**src/dpr_map.svh**
```systemverilog
`ifndef DPR_MAP_SVH
`define DPR_MAP_SVH

// register offsets as printed; each is a word index, byte address is four times it
`define DPR_OFF_CH2_SRC_LO  32'h50003520
`define DPR_OFF_CH2_SRC_HI  32'h50003522
`define DPR_OFF_CH2_DST_LO  32'h50003524
`define DPR_OFF_CH2_DST_HI  32'h50003526
`define DPR_OFF_CH2_THR     32'h50003528
`define DPR_OFF_CH2_LEN     32'h5000352A
`define DPR_OFF_CH2_CTRL    32'h5000352C
`define DPR_OFF_CH2_IDX     32'h5000352E
`define DPR_OFF_CH3_SRC_LO  32'h50003530
`define DPR_OFF_CH3_SRC_HI  32'h50003532
`define DPR_OFF_CH3_DST_LO  32'h50003534
`define DPR_OFF_CH3_DST_HI  32'h50003536
`define DPR_OFF_CH3_THR     32'h50003538
`define DPR_OFF_CH3_LEN     32'h5000353A
`define DPR_OFF_CH3_CTRL    32'h5000353C
`define DPR_OFF_CH3_IDX     32'h5000353E

`define DPR_APB_AW          12

// control word fields
`define DPR_CTRL_ON         0
`define DPR_CTRL_W_LO       1
`define DPR_CTRL_W_HI       2
`define DPR_CTRL_IRQEN      3
`define DPR_CTRL_TRIG       4
`define DPR_CTRL_DINC       5
`define DPR_CTRL_SINC       6
`define DPR_CTRL_CIRC       7
`define DPR_CTRL_PRIO_LO    8
`define DPR_CTRL_PRIO_HI    10
`define DPR_CTRL_IDLE       11
`define DPR_CTRL_FILL       12
`define DPR_CTRL_SENSE      13
`define DPR_CTRL_W          14

`define DPR_RST_16          16'h0000
`define DPR_RST_32          32'h00000000

`endif

```
**src/dpr_pkg.sv**
```systemverilog
`include "dpr_map.svh"

package dpr_pkg;

    typedef enum logic [1:0]
    {
        DPR_IDLE  = 2'b00,
        DPR_READ  = 2'b01,
        DPR_WRITE = 2'b11,
        DPR_GAP   = 2'b10
    } dpr_state_e;

    typedef enum logic [2:0]
    {
        DPR_R_SRC_LO = 3'h0,
        DPR_R_SRC_HI = 3'h1,
        DPR_R_DST_LO = 3'h2,
        DPR_R_DST_HI = 3'h3,
        DPR_R_THR    = 3'h4,
        DPR_R_LEN    = 3'h5,
        DPR_R_CTRL   = 3'h6,
        DPR_R_IDX    = 3'h7
    } dpr_reg_e;

    typedef struct packed
    {
        logic                 hit;
        logic                 ch;
        dpr_reg_e             sel;
    } dpr_dec_s;

    typedef struct packed
    {
        logic [31:0]          src_start;
        logic [31:0]          dst_start;
        logic [15:0]          thr;
        logic [15:0]          len;
        logic [`DPR_CTRL_W-1:0] ctrl;
        logic                 active;
        logic [15:0]          idx;
        logic [31:0]          snap_src;
        logic [31:0]          snap_dst;
        logic [15:0]          snap_len;
        logic [`DPR_CTRL_W-1:0] snap_ctrl;
        logic [2:0]           req_s;
        logic                 req_lvl;
        logic                 req_pend;
        logic                 irq;
    } dpr_chan_s;

    typedef struct packed
    {
        dpr_state_e           state;
        logic                 write;
        logic [31:0]          addr;
        logic [31:0]          wdata;
    } dpr_bus_s;

    typedef struct packed
    {
        dpr_chan_s [1:0]      ch;
        dpr_state_e           state;
        logic                 cur;
        logic [31:0]          data;
        logic                 mem_req;
        logic                 mem_write;
        logic [31:0]          mem_addr;
        logic [1:0]           mem_size;
        logic [31:0]          mem_wdata;
        logic                 bus_hold;
        logic [31:0]          prdata;
        logic                 pready;
        logic                 pslverr;
    } dpr_state_s;

    function automatic logic [`DPR_APB_AW-1:0] dpr_baddr(input logic [31:0] off);
        return {off[`DPR_APB_AW-3:0], 2'b00};
    endfunction : dpr_baddr

    // item address from start, index, increment enable and width
    function automatic logic [31:0] dpr_addr(input logic [31:0] base, input logic [15:0] i,
                                             input logic inc, input logic [1:0] w);
        logic [17:0] off;
        off = 18'h00000;
        if (inc)
        begin
            case (w)
                2'b00:   off = {2'b00, i};
                2'b01:   off = {1'b0, i, 1'b0};
                default: off = {i, 2'b00};
            endcase
        end
        return base + {14'h0000, off};
    endfunction : dpr_addr

    // first bus access of item i; fill mode reads only item 0
    function automatic dpr_bus_s dpr_issue(input dpr_chan_s c, input logic [15:0] i, input logic [31:0] d);
        dpr_bus_s b;
        logic [1:0] w;
        w = c.snap_ctrl[`DPR_CTRL_W_HI:`DPR_CTRL_W_LO];
        b.wdata = d;
        if (c.snap_ctrl[`DPR_CTRL_FILL] && i != 16'h0000)
        begin
            b.state = DPR_WRITE;
            b.write = 1'b1;
            b.addr  = dpr_addr(c.snap_dst, i, c.snap_ctrl[`DPR_CTRL_DINC], w);
        end
        else
        begin
            b.state = DPR_READ;
            b.write = 1'b0;
            b.addr  = dpr_addr(c.snap_src, i, c.snap_ctrl[`DPR_CTRL_SINC], w);
        end
        return b;
    endfunction : dpr_issue

    function automatic dpr_dec_s dpr_decode(input logic [`DPR_APB_AW-1:0] a);
        dpr_dec_s d;
        d.hit = 1'b1;
        d.ch  = 1'b0;
        d.sel = DPR_R_SRC_LO;
        if (a == dpr_baddr(`DPR_OFF_CH2_SRC_LO)) d.sel = DPR_R_SRC_LO;
        else if (a == dpr_baddr(`DPR_OFF_CH2_SRC_HI)) d.sel = DPR_R_SRC_HI;
        else if (a == dpr_baddr(`DPR_OFF_CH2_DST_LO)) d.sel = DPR_R_DST_LO;
        else if (a == dpr_baddr(`DPR_OFF_CH2_DST_HI)) d.sel = DPR_R_DST_HI;
        else if (a == dpr_baddr(`DPR_OFF_CH2_THR)) d.sel = DPR_R_THR;
        else if (a == dpr_baddr(`DPR_OFF_CH2_LEN)) d.sel = DPR_R_LEN;
        else if (a == dpr_baddr(`DPR_OFF_CH2_CTRL)) d.sel = DPR_R_CTRL;
        else if (a == dpr_baddr(`DPR_OFF_CH2_IDX)) d.sel = DPR_R_IDX;
        else
        begin
            d.ch = 1'b1;
            if (a == dpr_baddr(`DPR_OFF_CH3_SRC_LO)) d.sel = DPR_R_SRC_LO;
            else if (a == dpr_baddr(`DPR_OFF_CH3_SRC_HI)) d.sel = DPR_R_SRC_HI;
            else if (a == dpr_baddr(`DPR_OFF_CH3_DST_LO)) d.sel = DPR_R_DST_LO;
            else if (a == dpr_baddr(`DPR_OFF_CH3_DST_HI)) d.sel = DPR_R_DST_HI;
            else if (a == dpr_baddr(`DPR_OFF_CH3_THR)) d.sel = DPR_R_THR;
            else if (a == dpr_baddr(`DPR_OFF_CH3_LEN)) d.sel = DPR_R_LEN;
            else if (a == dpr_baddr(`DPR_OFF_CH3_CTRL)) d.sel = DPR_R_CTRL;
            else if (a == dpr_baddr(`DPR_OFF_CH3_IDX)) d.sel = DPR_R_IDX;
            else d.hit = 1'b0;
        end
        return d;
    endfunction : dpr_decode

endpackage : dpr_pkg

```
**src/dpr_channel_pair.sv**
```systemverilog
// Behaviour
// - irq when threshold equals index, before increment
// - interrupt only with interrupt enable set
// - items moved equal length plus one
// - bit 13 selects level or rising-edge requests
// - fill mode reads once, writes every destination
// - fill transfer keeps other channels off bus
// - idle bit 0: back-to-back, bus held throughout; here triggered items return to idle after each store
// - idle bit 1: one wait after store, unless triggered
// - three-bit priority, higher value wins
// - equal priority: lower channel wins
// - normal mode stops and clears enable
// - circular triggered mode restarts, keeps enable
// - source advances 1/2/4 when increment set
// - destination advances by width when increment set
// - trigger bit: start at once or await request
// - width field: byte, half, word, reserved
// - enable runs channel, cleared on completion
// - index counts items, returns to zero
// - addresses from start, index, increments, width
// - start addresses written as two halves
//
// Chosen here: the APB interface to the registers.
`timescale 1ns/1ps
`default_nettype none
`include "dpr_map.svh"

module dpr_channel_pair
    import dpr_pkg::*;
(
    input  wire logic                   pclk,
    input  wire logic                   presetn,
    input  wire logic                   psel,
    input  wire logic                   penable,
    input  wire logic                   pwrite,
    input  wire logic [`DPR_APB_AW-1:0] paddr,
    input  wire logic [31:0]            pwdata,
    output logic      [31:0]            prdata,
    output logic                        pready,
    output logic                        pslverr,
    input  wire logic [1:0]             periph_req,
    output logic                        mem_req,
    output logic                        mem_write,
    output logic      [31:0]            mem_addr,
    output logic      [1:0]             mem_size,
    output logic      [31:0]            mem_wdata,
    input  wire logic [31:0]            mem_rdata,
    input  wire logic                   mem_ready,
    output logic                        bus_hold,
    output logic      [1:0]             chan_irq
);

    dpr_state_s s_ff;
    dpr_state_s nxt_s_ff;

    dpr_dec_s   dec;
    dpr_bus_s   iss;
    logic [1:0] elig;
    logic [1:0] rise;
    logic       win;
    logic       lock;
    logic       c;
    logic [15:0] i;
    logic       trig;
    logic       gap_mode;
    logic       last;
    logic [31:0] rd;

    always_comb
    begin
        nxt_s_ff = s_ff;
        dec      = dpr_decode(paddr);
        iss      = '0;
        win      = 1'b0;
        c        = s_ff.cur;
        i        = s_ff.ch[s_ff.cur].idx;
        trig     = s_ff.ch[s_ff.cur].snap_ctrl[`DPR_CTRL_TRIG];
        gap_mode = s_ff.ch[s_ff.cur].snap_ctrl[`DPR_CTRL_IDLE] && !trig;
        last     = (i == s_ff.ch[s_ff.cur].snap_len);
        rd       = 32'h00000000;
        nxt_s_ff.pready  = 1'b0;
        nxt_s_ff.pslverr = 1'b0;

        for (int k = 0; k < 2; k++)
        begin
            nxt_s_ff.ch[k].irq   = 1'b0;
            nxt_s_ff.ch[k].req_s = {s_ff.ch[k].req_s[1:0], periph_req[k]};
            // level accepted once second and third stages agree
            rise[k] = 1'b0;
            if (s_ff.ch[k].req_s[1] == s_ff.ch[k].req_s[2])
            begin
                nxt_s_ff.ch[k].req_lvl = s_ff.ch[k].req_s[2];
                rise[k] = s_ff.ch[k].req_s[2] && !s_ff.ch[k].req_lvl;
            end
            // a request waits on its trigger and sense setting
            if (!s_ff.ch[k].snap_ctrl[`DPR_CTRL_TRIG])
                elig[k] = 1'b1;
            else if (s_ff.ch[k].snap_ctrl[`DPR_CTRL_SENSE])
                elig[k] = s_ff.ch[k].req_pend;
            else
                elig[k] = s_ff.ch[k].req_lvl;
            elig[k] = elig[k] && s_ff.ch[k].active && s_ff.ch[k].ctrl[`DPR_CTRL_ON];
            // start: snapshot addresses, length and control for the transfer; threshold, irq enable and enable bit are read live
            if (s_ff.ch[k].ctrl[`DPR_CTRL_ON] && !s_ff.ch[k].active)
            begin
                nxt_s_ff.ch[k].active    = 1'b1;
                nxt_s_ff.ch[k].idx       = `DPR_RST_16;
                nxt_s_ff.ch[k].snap_src  = s_ff.ch[k].src_start;
                nxt_s_ff.ch[k].snap_dst  = s_ff.ch[k].dst_start;
                nxt_s_ff.ch[k].snap_len  = s_ff.ch[k].len;
                nxt_s_ff.ch[k].snap_ctrl = s_ff.ch[k].ctrl;
                nxt_s_ff.ch[k].req_pend  = 1'b0;
            end
            // software turned the channel off: stop between items
            if (!s_ff.ch[k].ctrl[`DPR_CTRL_ON] && s_ff.ch[k].active &&
                (s_ff.state == DPR_IDLE || s_ff.cur != k[0]))
            begin
                nxt_s_ff.ch[k].active = 1'b0;
                nxt_s_ff.ch[k].idx    = `DPR_RST_16;
            end
        end

        // fill transfer owns the mover until it ends
        lock = s_ff.ch[s_ff.cur].active && s_ff.ch[s_ff.cur].ctrl[`DPR_CTRL_ON] &&
               s_ff.ch[s_ff.cur].snap_ctrl[`DPR_CTRL_FILL];

        case (s_ff.state)
            DPR_IDLE:
            begin
                if (lock)
                    win = s_ff.cur;
                else if (elig[1] && (!elig[0] ||
                         s_ff.ch[1].snap_ctrl[`DPR_CTRL_PRIO_HI:`DPR_CTRL_PRIO_LO] >
                         s_ff.ch[0].snap_ctrl[`DPR_CTRL_PRIO_HI:`DPR_CTRL_PRIO_LO]))
                    win = 1'b1;
                else
                    win = 1'b0;
                if (elig[win])
                begin
                    iss = dpr_issue(s_ff.ch[win], s_ff.ch[win].idx, s_ff.data);
                    nxt_s_ff.cur       = win;
                    nxt_s_ff.state     = iss.state;
                    nxt_s_ff.mem_req   = 1'b1;
                    nxt_s_ff.mem_write = iss.write;
                    nxt_s_ff.mem_addr  = iss.addr;
                    nxt_s_ff.mem_wdata = iss.wdata;
                    nxt_s_ff.mem_size  = s_ff.ch[win].snap_ctrl[`DPR_CTRL_W_HI:`DPR_CTRL_W_LO];
                    if (s_ff.ch[win].snap_ctrl[`DPR_CTRL_SENSE])
                        nxt_s_ff.ch[win].req_pend = 1'b0;
                end
            end
            DPR_READ:
            begin
                if (mem_ready)
                begin
                    nxt_s_ff.data      = mem_rdata;
                    nxt_s_ff.state     = DPR_WRITE;
                    nxt_s_ff.mem_write = 1'b1;
                    nxt_s_ff.mem_wdata = mem_rdata;
                    nxt_s_ff.mem_addr  = dpr_addr(s_ff.ch[c].snap_dst, i, s_ff.ch[c].snap_ctrl[`DPR_CTRL_DINC],
                                                  s_ff.ch[c].snap_ctrl[`DPR_CTRL_W_HI:`DPR_CTRL_W_LO]);
                end
            end
            DPR_WRITE:
            begin
                if (mem_ready)
                begin
                    nxt_s_ff.mem_req   = 1'b0;
                    nxt_s_ff.mem_write = 1'b0;
                    nxt_s_ff.state     = gap_mode ? DPR_GAP : DPR_IDLE;
                    if (s_ff.ch[c].ctrl[`DPR_CTRL_IRQEN] && s_ff.ch[c].thr == i)
                        nxt_s_ff.ch[c].irq = 1'b1;
                    if (last)
                    begin
                        nxt_s_ff.ch[c].idx = `DPR_RST_16;
                        if (s_ff.ch[c].snap_ctrl[`DPR_CTRL_CIRC] && trig)
                        begin
                            nxt_s_ff.ch[c].snap_src  = s_ff.ch[c].src_start;
                            nxt_s_ff.ch[c].snap_dst  = s_ff.ch[c].dst_start;
                            nxt_s_ff.ch[c].snap_len  = s_ff.ch[c].len;
                            nxt_s_ff.ch[c].snap_ctrl = s_ff.ch[c].ctrl;
                        end
                        else
                        begin
                            nxt_s_ff.ch[c].active           = 1'b0;
                            nxt_s_ff.ch[c].ctrl[`DPR_CTRL_ON] = 1'b0;
                        end
                    end
                    else
                    begin
                        nxt_s_ff.ch[c].idx = i + 16'h0001;
                        // blocking mode chains the next item with no idle cycle
                        if (!trig && !gap_mode && s_ff.ch[c].ctrl[`DPR_CTRL_ON])
                        begin
                            iss = dpr_issue(s_ff.ch[c], i + 16'h0001, s_ff.data);
                            nxt_s_ff.state     = iss.state;
                            nxt_s_ff.mem_req   = 1'b1;
                            nxt_s_ff.mem_write = iss.write;
                            nxt_s_ff.mem_addr  = iss.addr;
                            nxt_s_ff.mem_wdata = iss.wdata;
                        end
                    end
                end
            end
            default:
            begin
                nxt_s_ff.state = DPR_IDLE;
            end
        endcase

        // edge requests: a new edge beats the consume in the same cycle
        for (int k = 0; k < 2; k++)
        begin
            if (rise[k] && s_ff.ch[k].snap_ctrl[`DPR_CTRL_SENSE])
                nxt_s_ff.ch[k].req_pend = 1'b1;
        end

        nxt_s_ff.bus_hold = (nxt_s_ff.state == DPR_READ) || (nxt_s_ff.state == DPR_WRITE);

        // apb: setup cycle latches the answer, access phase applies writes
        case (dec.sel)
            DPR_R_SRC_LO: rd = {16'h0000, s_ff.ch[dec.ch].src_start[15:0]};
            DPR_R_SRC_HI: rd = {16'h0000, s_ff.ch[dec.ch].src_start[31:16]};
            DPR_R_DST_LO: rd = {16'h0000, s_ff.ch[dec.ch].dst_start[15:0]};
            DPR_R_DST_HI: rd = {16'h0000, s_ff.ch[dec.ch].dst_start[31:16]};
            DPR_R_THR:    rd = {16'h0000, s_ff.ch[dec.ch].thr};
            DPR_R_LEN:    rd = {16'h0000, s_ff.ch[dec.ch].len};
            DPR_R_CTRL:   rd = {18'h00000, s_ff.ch[dec.ch].ctrl};
            default:      rd = {16'h0000, s_ff.ch[dec.ch].idx};
        endcase
        if (psel && !penable)
        begin
            nxt_s_ff.pready  = 1'b1;
            nxt_s_ff.pslverr = !dec.hit;
            nxt_s_ff.prdata  = (dec.hit && !pwrite) ? rd : 32'h00000000;
        end
        else if (psel && penable && s_ff.pready && pwrite && dec.hit)
        begin
            case (dec.sel)
                DPR_R_SRC_LO: nxt_s_ff.ch[dec.ch].src_start[15:0]  = pwdata[15:0];
                DPR_R_SRC_HI: nxt_s_ff.ch[dec.ch].src_start[31:16] = pwdata[15:0];
                DPR_R_DST_LO: nxt_s_ff.ch[dec.ch].dst_start[15:0]  = pwdata[15:0];
                DPR_R_DST_HI: nxt_s_ff.ch[dec.ch].dst_start[31:16] = pwdata[15:0];
                DPR_R_THR:    nxt_s_ff.ch[dec.ch].thr  = pwdata[15:0];
                DPR_R_LEN:    nxt_s_ff.ch[dec.ch].len  = pwdata[15:0];
                DPR_R_CTRL:   nxt_s_ff.ch[dec.ch].ctrl = pwdata[`DPR_CTRL_W-1:0];
                default:      ;
            endcase
        end
    end

    always_ff @(posedge pclk or negedge presetn)
    begin
        if (!presetn)
            s_ff <= '0;
        else
            s_ff <= nxt_s_ff;
    end

    assign prdata    = s_ff.prdata;
    assign pready    = s_ff.pready;
    assign pslverr   = s_ff.pslverr;
    assign mem_req   = s_ff.mem_req;
    assign mem_write = s_ff.mem_write;
    assign mem_addr  = s_ff.mem_addr;
    assign mem_size  = s_ff.mem_size;
    assign mem_wdata = s_ff.mem_wdata;
    assign bus_hold  = s_ff.bus_hold;
    assign chan_irq  = {s_ff.ch[1].irq, s_ff.ch[0].irq};

endmodule : dpr_channel_pair
`default_nettype wire

```
**config.mk**
```make
export PLATFORM = sky130hd
export DESIGN_NAME = dpr_channel_pair
export DESIGN_NICKNAME = d
export VERILOG_FILES = /design/src/dpr_pkg.sv /design/src/dpr_channel_pair.sv
export VERILOG_INCLUDE_DIRS = /design/src
export SDC_FILE = /design/constraint.sdc
export NUM_CORES = 2
export LEC_CHECK = 0
export BUFFER_PORTS_ARGS = -buffer_cell sky130_fd_sc_hd__clkbuf_2
export CAP_MARGIN = 20
export CORE_ASPECT_RATIO = 1.5
export CORE_UTILIZATION = 25
export CTS_CLUSTER_SIZE = 10
export DETAILED_ROUTE_END_ITERATION = 10
export GPL_TIMING_DRIVEN = 0
export SETUP_SLACK_MARGIN = 0.5
export SLEW_MARGIN = 10
export SYNTH_ARGS = -nofsm -noshare
export SYNTH_HDL_FRONTEND = slang
export SYNTH_SLANG_ARGS = --single-unit
```
**constraint.sdc**
```tcl
create_clock -name pclk -period 16 [get_ports pclk]
set_input_delay 2.4 -clock pclk [delete_from_list [all_inputs] [get_ports pclk]]
set_output_delay 2.4 -clock pclk [all_outputs]
set_load 0.01 [all_outputs]
```
# Word level (Yosys, flattened, before mapping)
# Cells that the tools add are included.
# classes
n_eq_ne,37
n_addsub,6
muxes,168
order_cmp,7
bitwise_logic,1
reduce_logical,62
# op_table
cell,count
bitwise mux 454 bit,17
demux 227 bit (select 1 bit),16
2-to-1 mux 454 bit,8
one-hot mux 454 bit (7 select lines),1
2-to-1 mux 227 bit,5
one-hot mux 454 bit (2 select lines),1
2-to-1 mux 457 bit,1
2-to-1 mux 456 bit,1
2-to-1 mux 18 bit,23
2-to-1 mux 116 bit,3
2-to-1 mux 111 bit,2
2-to-1 mux 211 bit,1
2-to-1 mux 195 bit,1
"== test 12 x 11 -> 1 bit, second input constant",16
2-to-1 mux 179 bit,1
2-to-1 mux 163 bit,1
adder 32 x 18 -> 32 bit,5
2-to-1 mux 147 bit,1
2-to-1 mux 68 bit,2
2-to-1 mux 131 bit,1
2-to-1 mux 32 bit,4
2-to-1 mux 118 bit,1
2-to-1 mux 117 bit,1
one-hot mux 16 bit (7 select lines),1
42 further kinds,167
# word_totals
inputBits,84
wordCells,323
register_bits,592

# Longest topological paths before layout
# depth
word_depth,27
ltp_mapped,32

# Worst setup path before layout
# No wires, ideal clock.
# synth_timing
path_kind,flip-flop to flip-flop
startpoint,reg s_ff[153] (netlist bit)
endpoint,"reg s_ff, in the netlist mem_addr[30]"
arrival_ns,5.753
path_slack_ns,10.121
path_stages_with_launch,24
path_buffers,3
cell_sequence,dfrtp_1 -> inv_1 -> ha_1 -> a211oi_1 -> o21ai_0 -> a31oi_1 -> buf_2 -> buf_6 -> mux2i_1 -> clkbuf_1 -> nand3_1 -> nor2_1 -> ha_1 -> inv_1 -> fa_1 -> nor2b_1 -> o2111ai_1 -> a32oi_1 -> a41oi_1 -> nor3_2 -> o211ai_1 -> or4_1 -> a31o_2 -> o32a_1
# synth_between
elab_chain_cells,18
elab_cells_between_ends,30
# synth_rtl
element,line_no,rtl
"start, declared",dpr_channel_pair.sv:53,dpr_state_s s_ff;
"start signal, assigned",dpr_channel_pair.sv:257,s_ff <= nxt_s_ff;
greater-than comparator 3 bit (*),dpr_channel_pair.sv:133,s_ff.ch[1].snap_ctrl[`DPR_CTRL_PRIO_HI:`DPR_CTRL_PRIO_LO] >
logical OR 1 bit (*),dpr_channel_pair.sv:132,else if (elig[1] && (!elig[0] ||
logical AND 1 bit (*),dpr_channel_pair.sv:132,
2-to-1 mux 1 bit (*),dpr_channel_pair.sv:132,
2-to-1 mux 1 bit (*),dpr_channel_pair.sv:130,if (lock)
2-to-1 mux 1 bit (*),dpr_channel_pair.sv:127,case (s_ff.state)
2-to-1 mux 116 bit (2 in a row),n/a,
== test 2 x 1 -> 1 bit / logical NOT 2 bit (equally long branches),dpr_pkg.sv:87,case (w)
one-hot mux 18 bit (2 select lines),dpr_pkg.sv:87,
2-to-1 mux 18 bit,dpr_pkg.sv:85,if (inc)
2-to-1 mux 18 bit,dpr_pkg.sv:102,if (c.snap_ctrl[`DPR_CTRL_FILL] && i != 16'h0000)
2-to-1 mux 18 bit,dpr_channel_pair.sv:138,if (elig[win])
2-to-1 mux 18 bit,dpr_channel_pair.sv:127,
adder 32 x 18 -> 32 bit,dpr_pkg.sv:93,"return base + {14'h0000, off};"
2-to-1 mux 35 bit,dpr_pkg.sv:102,
2-to-1 mux 68 bit,dpr_channel_pair.sv:138,
one-hot mux 33 bit (3 select lines),dpr_channel_pair.sv:127,
# Every way passes the cells marked *; elsewhere a longest branch is shown, timed or not. The select of a mux whose other input is x is not followed.
# A chain may end at the register's enable or synchronous reset.

# Final worst setup path
# layout_timing
startpoint,reg s_ff[482] (netlist bit)
endpoint,"reg s_ff, in the netlist mem_addr[25]"
# layout_between
elab_chain_cells,18
elab_cells_between_ends,35
# layout_rtl
element,line_no,rtl
2-to-1 mux 227 bit (2 in a row),n/a,
logical AND 1 bit (2 in a row),dpr_channel_pair.sv:124,lock = s_ff.ch[s_ff.cur].active && s_ff.ch[s_ff.cur].ctrl[`DPR_CTRL_ON] &&
2-to-1 mux 1 bit,dpr_channel_pair.sv:130,
2-to-1 mux 1 bit,dpr_channel_pair.sv:127,
2-to-1 mux 116 bit (2 in a row),n/a,
== test 2 x 1 -> 1 bit / logical NOT 2 bit (equally long branches),dpr_pkg.sv:87,
one-hot mux 18 bit (2 select lines),dpr_pkg.sv:87,
2-to-1 mux 18 bit,dpr_pkg.sv:85,
2-to-1 mux 18 bit,dpr_pkg.sv:102,
2-to-1 mux 18 bit,dpr_channel_pair.sv:138,
2-to-1 mux 18 bit,dpr_channel_pair.sv:127,
adder 32 x 18 -> 32 bit,dpr_pkg.sv:93,
2-to-1 mux 35 bit,dpr_pkg.sv:102,
2-to-1 mux 68 bit,dpr_channel_pair.sv:138,
one-hot mux 33 bit (3 select lines),dpr_channel_pair.sv:127,
# Parallel ways exist; a longest one is shown, timed or not. The select of a mux whose other input is x is not followed.

==> metrics.md <==
| Metric | Value |
|---|---|
| Yosys top cell by area | dfrtp_1 |
| Register area share after synthesis | 38.3% |
| Layout fillers | 15.7k |
| Initial Util | 25.2% |
| DRT antenna net count | 0 |
| Count leader, synth | dfrtp_1 |
| Final Setup Violations | 0 |
| Tmin final | 9.32 ns |
| Post-CTS setup buffer count | 0 |
| Maximum capacitance violations | 0 |
| Post-synthesis instance total | 4293 |
| Top cells by area, synth | dfrtp_1 38%, a22o_1 5.2%, nand2_1 4.7% |
| Post-synthesis cell type count | 91 |
| Net Sw Frac | 39.6% |
| Die Y-Extent | 476 um |
| GPL Wtd Cong | 1.05 |
| Post-placement cell area | 41100 sq um |
| Vias post-DR | 37.5k |
| Cells after DPL | 6414 |
| Max IR drop VDD | 0.0737 mV |
| Via/cell ratio | 5.74 |
| Slew margin rel. | 17.0% |
| Total gr overflow | 0 |
| Crit-path max FO | 10 |
| Final hold vios | 0 |
| Ys flop type | dfrtp_1 |
| Final Non-Filler Cells | 6534 |
| FF+latch count, synth | 572 |
| Drt pass-1 iters | 8 |
| Residual DRC | 0 |
| Avg WL per Cell | 34.2 um |
| Pint | 2.86 mW |
| Worst skew pair latency | 0.72 ns |
| Clock power frac | 33.4% |
| Dpl ws | 7.05 ns |
| Switching power | 1.88 mW |
| Tot Pwr | 4.74 mW |
| Fmax | 107 MHz |
| Leakage | 18.9 nW |
| Yosys Warn Count | 0 |
| Initial antenna violation count | 11 |
| RSZ-0062 raised after global routing | no |
| Worst reg-to-reg setup slack | 6.68 ns |
| Design area | 43400 sq um |
| Skew final | 0.0348 ns |
| Pwr Density | 109 nW/um^2 |
| Number of gates given a new drive strength after cts | 0 |
| Std-Cell Rows | 173 |
| Area share of the largest cell type after synthesis | 38.3% |
| CP arrival | 9.86 ns |
| Slew Viols, Final | 0 |
| GRT Overall Usage | 29.1% |
| Slew @ Worst Pin | 1.24 ns |
| Core Region | 148000 sq um |
| Clock Path Buffers | 3 |
| Die width | 318 um |
| Largest net degree at the start of global routing | 100 |
| Root Driver | clkbuf_16 |
| Nets | 4765 |
| Vias in the first global route | 36.3k |
| Boundary Pins | 189 |
| Gate power share | 31.6% |
| Most common library cells after synthesis | 572 x dfrtp_1, 472 x nand2_1, 433 x nor2_1, 339 x a21oi_1, 293 x o21ai_0 |
| Port bufs | 154 |
| H-tree Lvls | 3 |
| Sequential share of power | 35.0% |
| CTS sink cnt | 572 |
| Final critical-path share of the clock period | 58.2% |
| CTS tree | built |
| First-pass GRT wire length | 305000 um |
| CP Launch Type | flip-flop |
| Starting DRT DRC Count | 4345 |
| Required @ worst endpoint | 16.55 ns |
| Post-synthesis area per instance | 8.72 sq um |
| Share of cells above drive strength 1 | 13.5% |
| EDFF count, synth | 0 |
| Worst Setup End Kind | flip-flop |
| DP HPWL | 179000 um |
| Hold-fix buffers, CTS | 0 |
| Final WL | 224000 um |
| Total CTS buffers | 72 |
| Async S/R FF share, synth | 100% |
| Reg clk slew, reported paths | 0.06 ns |
| Hold WC Path Type | reg2reg |
| Status | finished, final reports clean |
| Final Worst Setup Slack | 6.68 ns |
| Post-Syn Area | 37400 sq um |
| Area Overhead vs Synth | 16.1% |
| Worst Path Class, Setup | reg2reg |
| Total Die Area | 151000 sq um |
| WHS | 0.445 ns |
[path summary, 6_finish.rpt]
path,start,endpoint,depth (start not counted)
min in group asynchronous,presetn,s_ff[121]$_DFFE_PN0P_,1
worst min-delay path,s_ff[368]$_DFF_PN0_,s_ff[369]$_DFF_PN0_,1
worst max-delay path,s_ff[482]$_DFF_PN0_,mem_addr[25]$_DFFE_PN0P_,23
worst max register to register,s_ff[482]$_DFF_PN0_,mem_addr[25]$_DFFE_PN0P_,23
worst min register to register,s_ff[368]$_DFF_PN0_,s_ff[369]$_DFF_PN0_,1
max in group asynchronous,presetn,s_ff[504]$_DFF_PN0_,5
[power groups by stage]
stage          sequential [mW]  clock [mW]  combinational, mW
2_1_floorplan             1.66           0              0.809
3_3_place_gp              1.68           0               1.46
3_5_place_dp              1.68           0               1.48
4_1_cts                   1.66        1.60               1.49
5_1_grt                   1.68        1.65               1.59
6_report                  1.66        1.58               1.50
[metal layers]
| metal | vias to the layer above | part of all wire (%) | GRT usage (%) |
|---|---|---|---|
| met4 | 8 | 12 | 28.4 |
| met3 | 643 | 6.6 | 5.84 |
| met1 | 18600 | 36 | 31.8 |
| li1 | 16200 | - | - |
| met5 | - | 0.022 | 0 |
| met2 | 2032 | 46 | 47.2 |
[registers in the layout (all words and copies together) (netlist names), 2 cells and up]
name	cells
prdata	16
mem_wdata	32
chan_irq	2
s_ff	482
mem_size	2
mem_addr	32
[final cells by class]
class | instances | area (sq um) | share of cell area (%)
repair buffers | 196 | 1370 | 3.14
diodes | 3 | 7.51 | 0.0173
multi-input cells | 3275 | 21000 | 48.3
plain buffers | 402 | 2030 | 4.67
clock buffers | 86 | 1910 | 4.41
clock inverters | 16 | 214 | 0.493
inverters | 59 | 221 | 0.510
flip-flops and latches | 572 | 14300 | 32.9
well taps | 1925 | 2410 | 5.54
[critical path, stage by stage, from the launching register on]
cell and delay (ns):
dfrtp_1 0.32, clkbuf_1 0.55, nand2_1 0.16, a21oi_1 0.19
clkbuf_1 0.81, nand2_1 0.10, o21ai_0 0.50, buf_2 0.36
buf_1 0.78, clkbuf_1 0.57, buf_1 0.45, nand2_1 0.11
nand2_1 0.13, ha_1 0.28, o21ai_0 0.30, o21ai_0 0.16
a31o_2 0.30, a221o_1 0.39, a221oi_1 0.81, clkbuf_1 0.55
nor4_1 0.19, mux2i_1 0.21, a2111oi_0 0.73, a21oi_1 0.13
[cells in the final DEF, fill, tap and decap left out, types with 84 or more instances in the layout]
| cell | n |
|---|---|
| a221oi_1 | 88 |
| nor2_1 | 422 |
| mux2_2 | 84 |
| nand2_1 | 472 |
| clkbuf_2 | 161 |
| a22o_1 | 223 |
| mux2i_1 | 154 |
| buf_4 | 115 |
| a21oi_1 | 339 |
| o21ai_0 | 291 |
| xnor2_1 | 97 |
| dfrtp_1 | 572 |
| xor2_1 | 88 |
| nand3_1 | 145 |
| clkbuf_1 | 222 |
| ha_1 | 98 |
[metrics by stage]
stage | TNS [ns] | util, %
floorplan | 0 | -
global placement | -1049.77 | 27.4
detailed placement | 0 | 27.7
CTS | 0 | 29.2
global route | 0 | 29.3
finish | 0 | 29.3
[kinds of logic (layout without fill, tap and decap cells)]
kind of cell / Yosys count / count (layout) / synth area share, %
multiplexers: 250 / 250 / 7.09
buffers and inverters: 461 / 759 / 6.01
AO/OA/AOI/OAI: 1373 / 1373 / 24.6
other: 1 / 19 / 0.0100
adder cells (fa/ha/maj): 103 / 103 / 3.54
AND/OR/NAND/NOR: 1348 / 1348 / 16.2
flip-flops: 572 / 572 / 38.3
XOR/XNOR: 185 / 185 / 4.33
No activity file was read; power rests on OpenSTA's default activity.
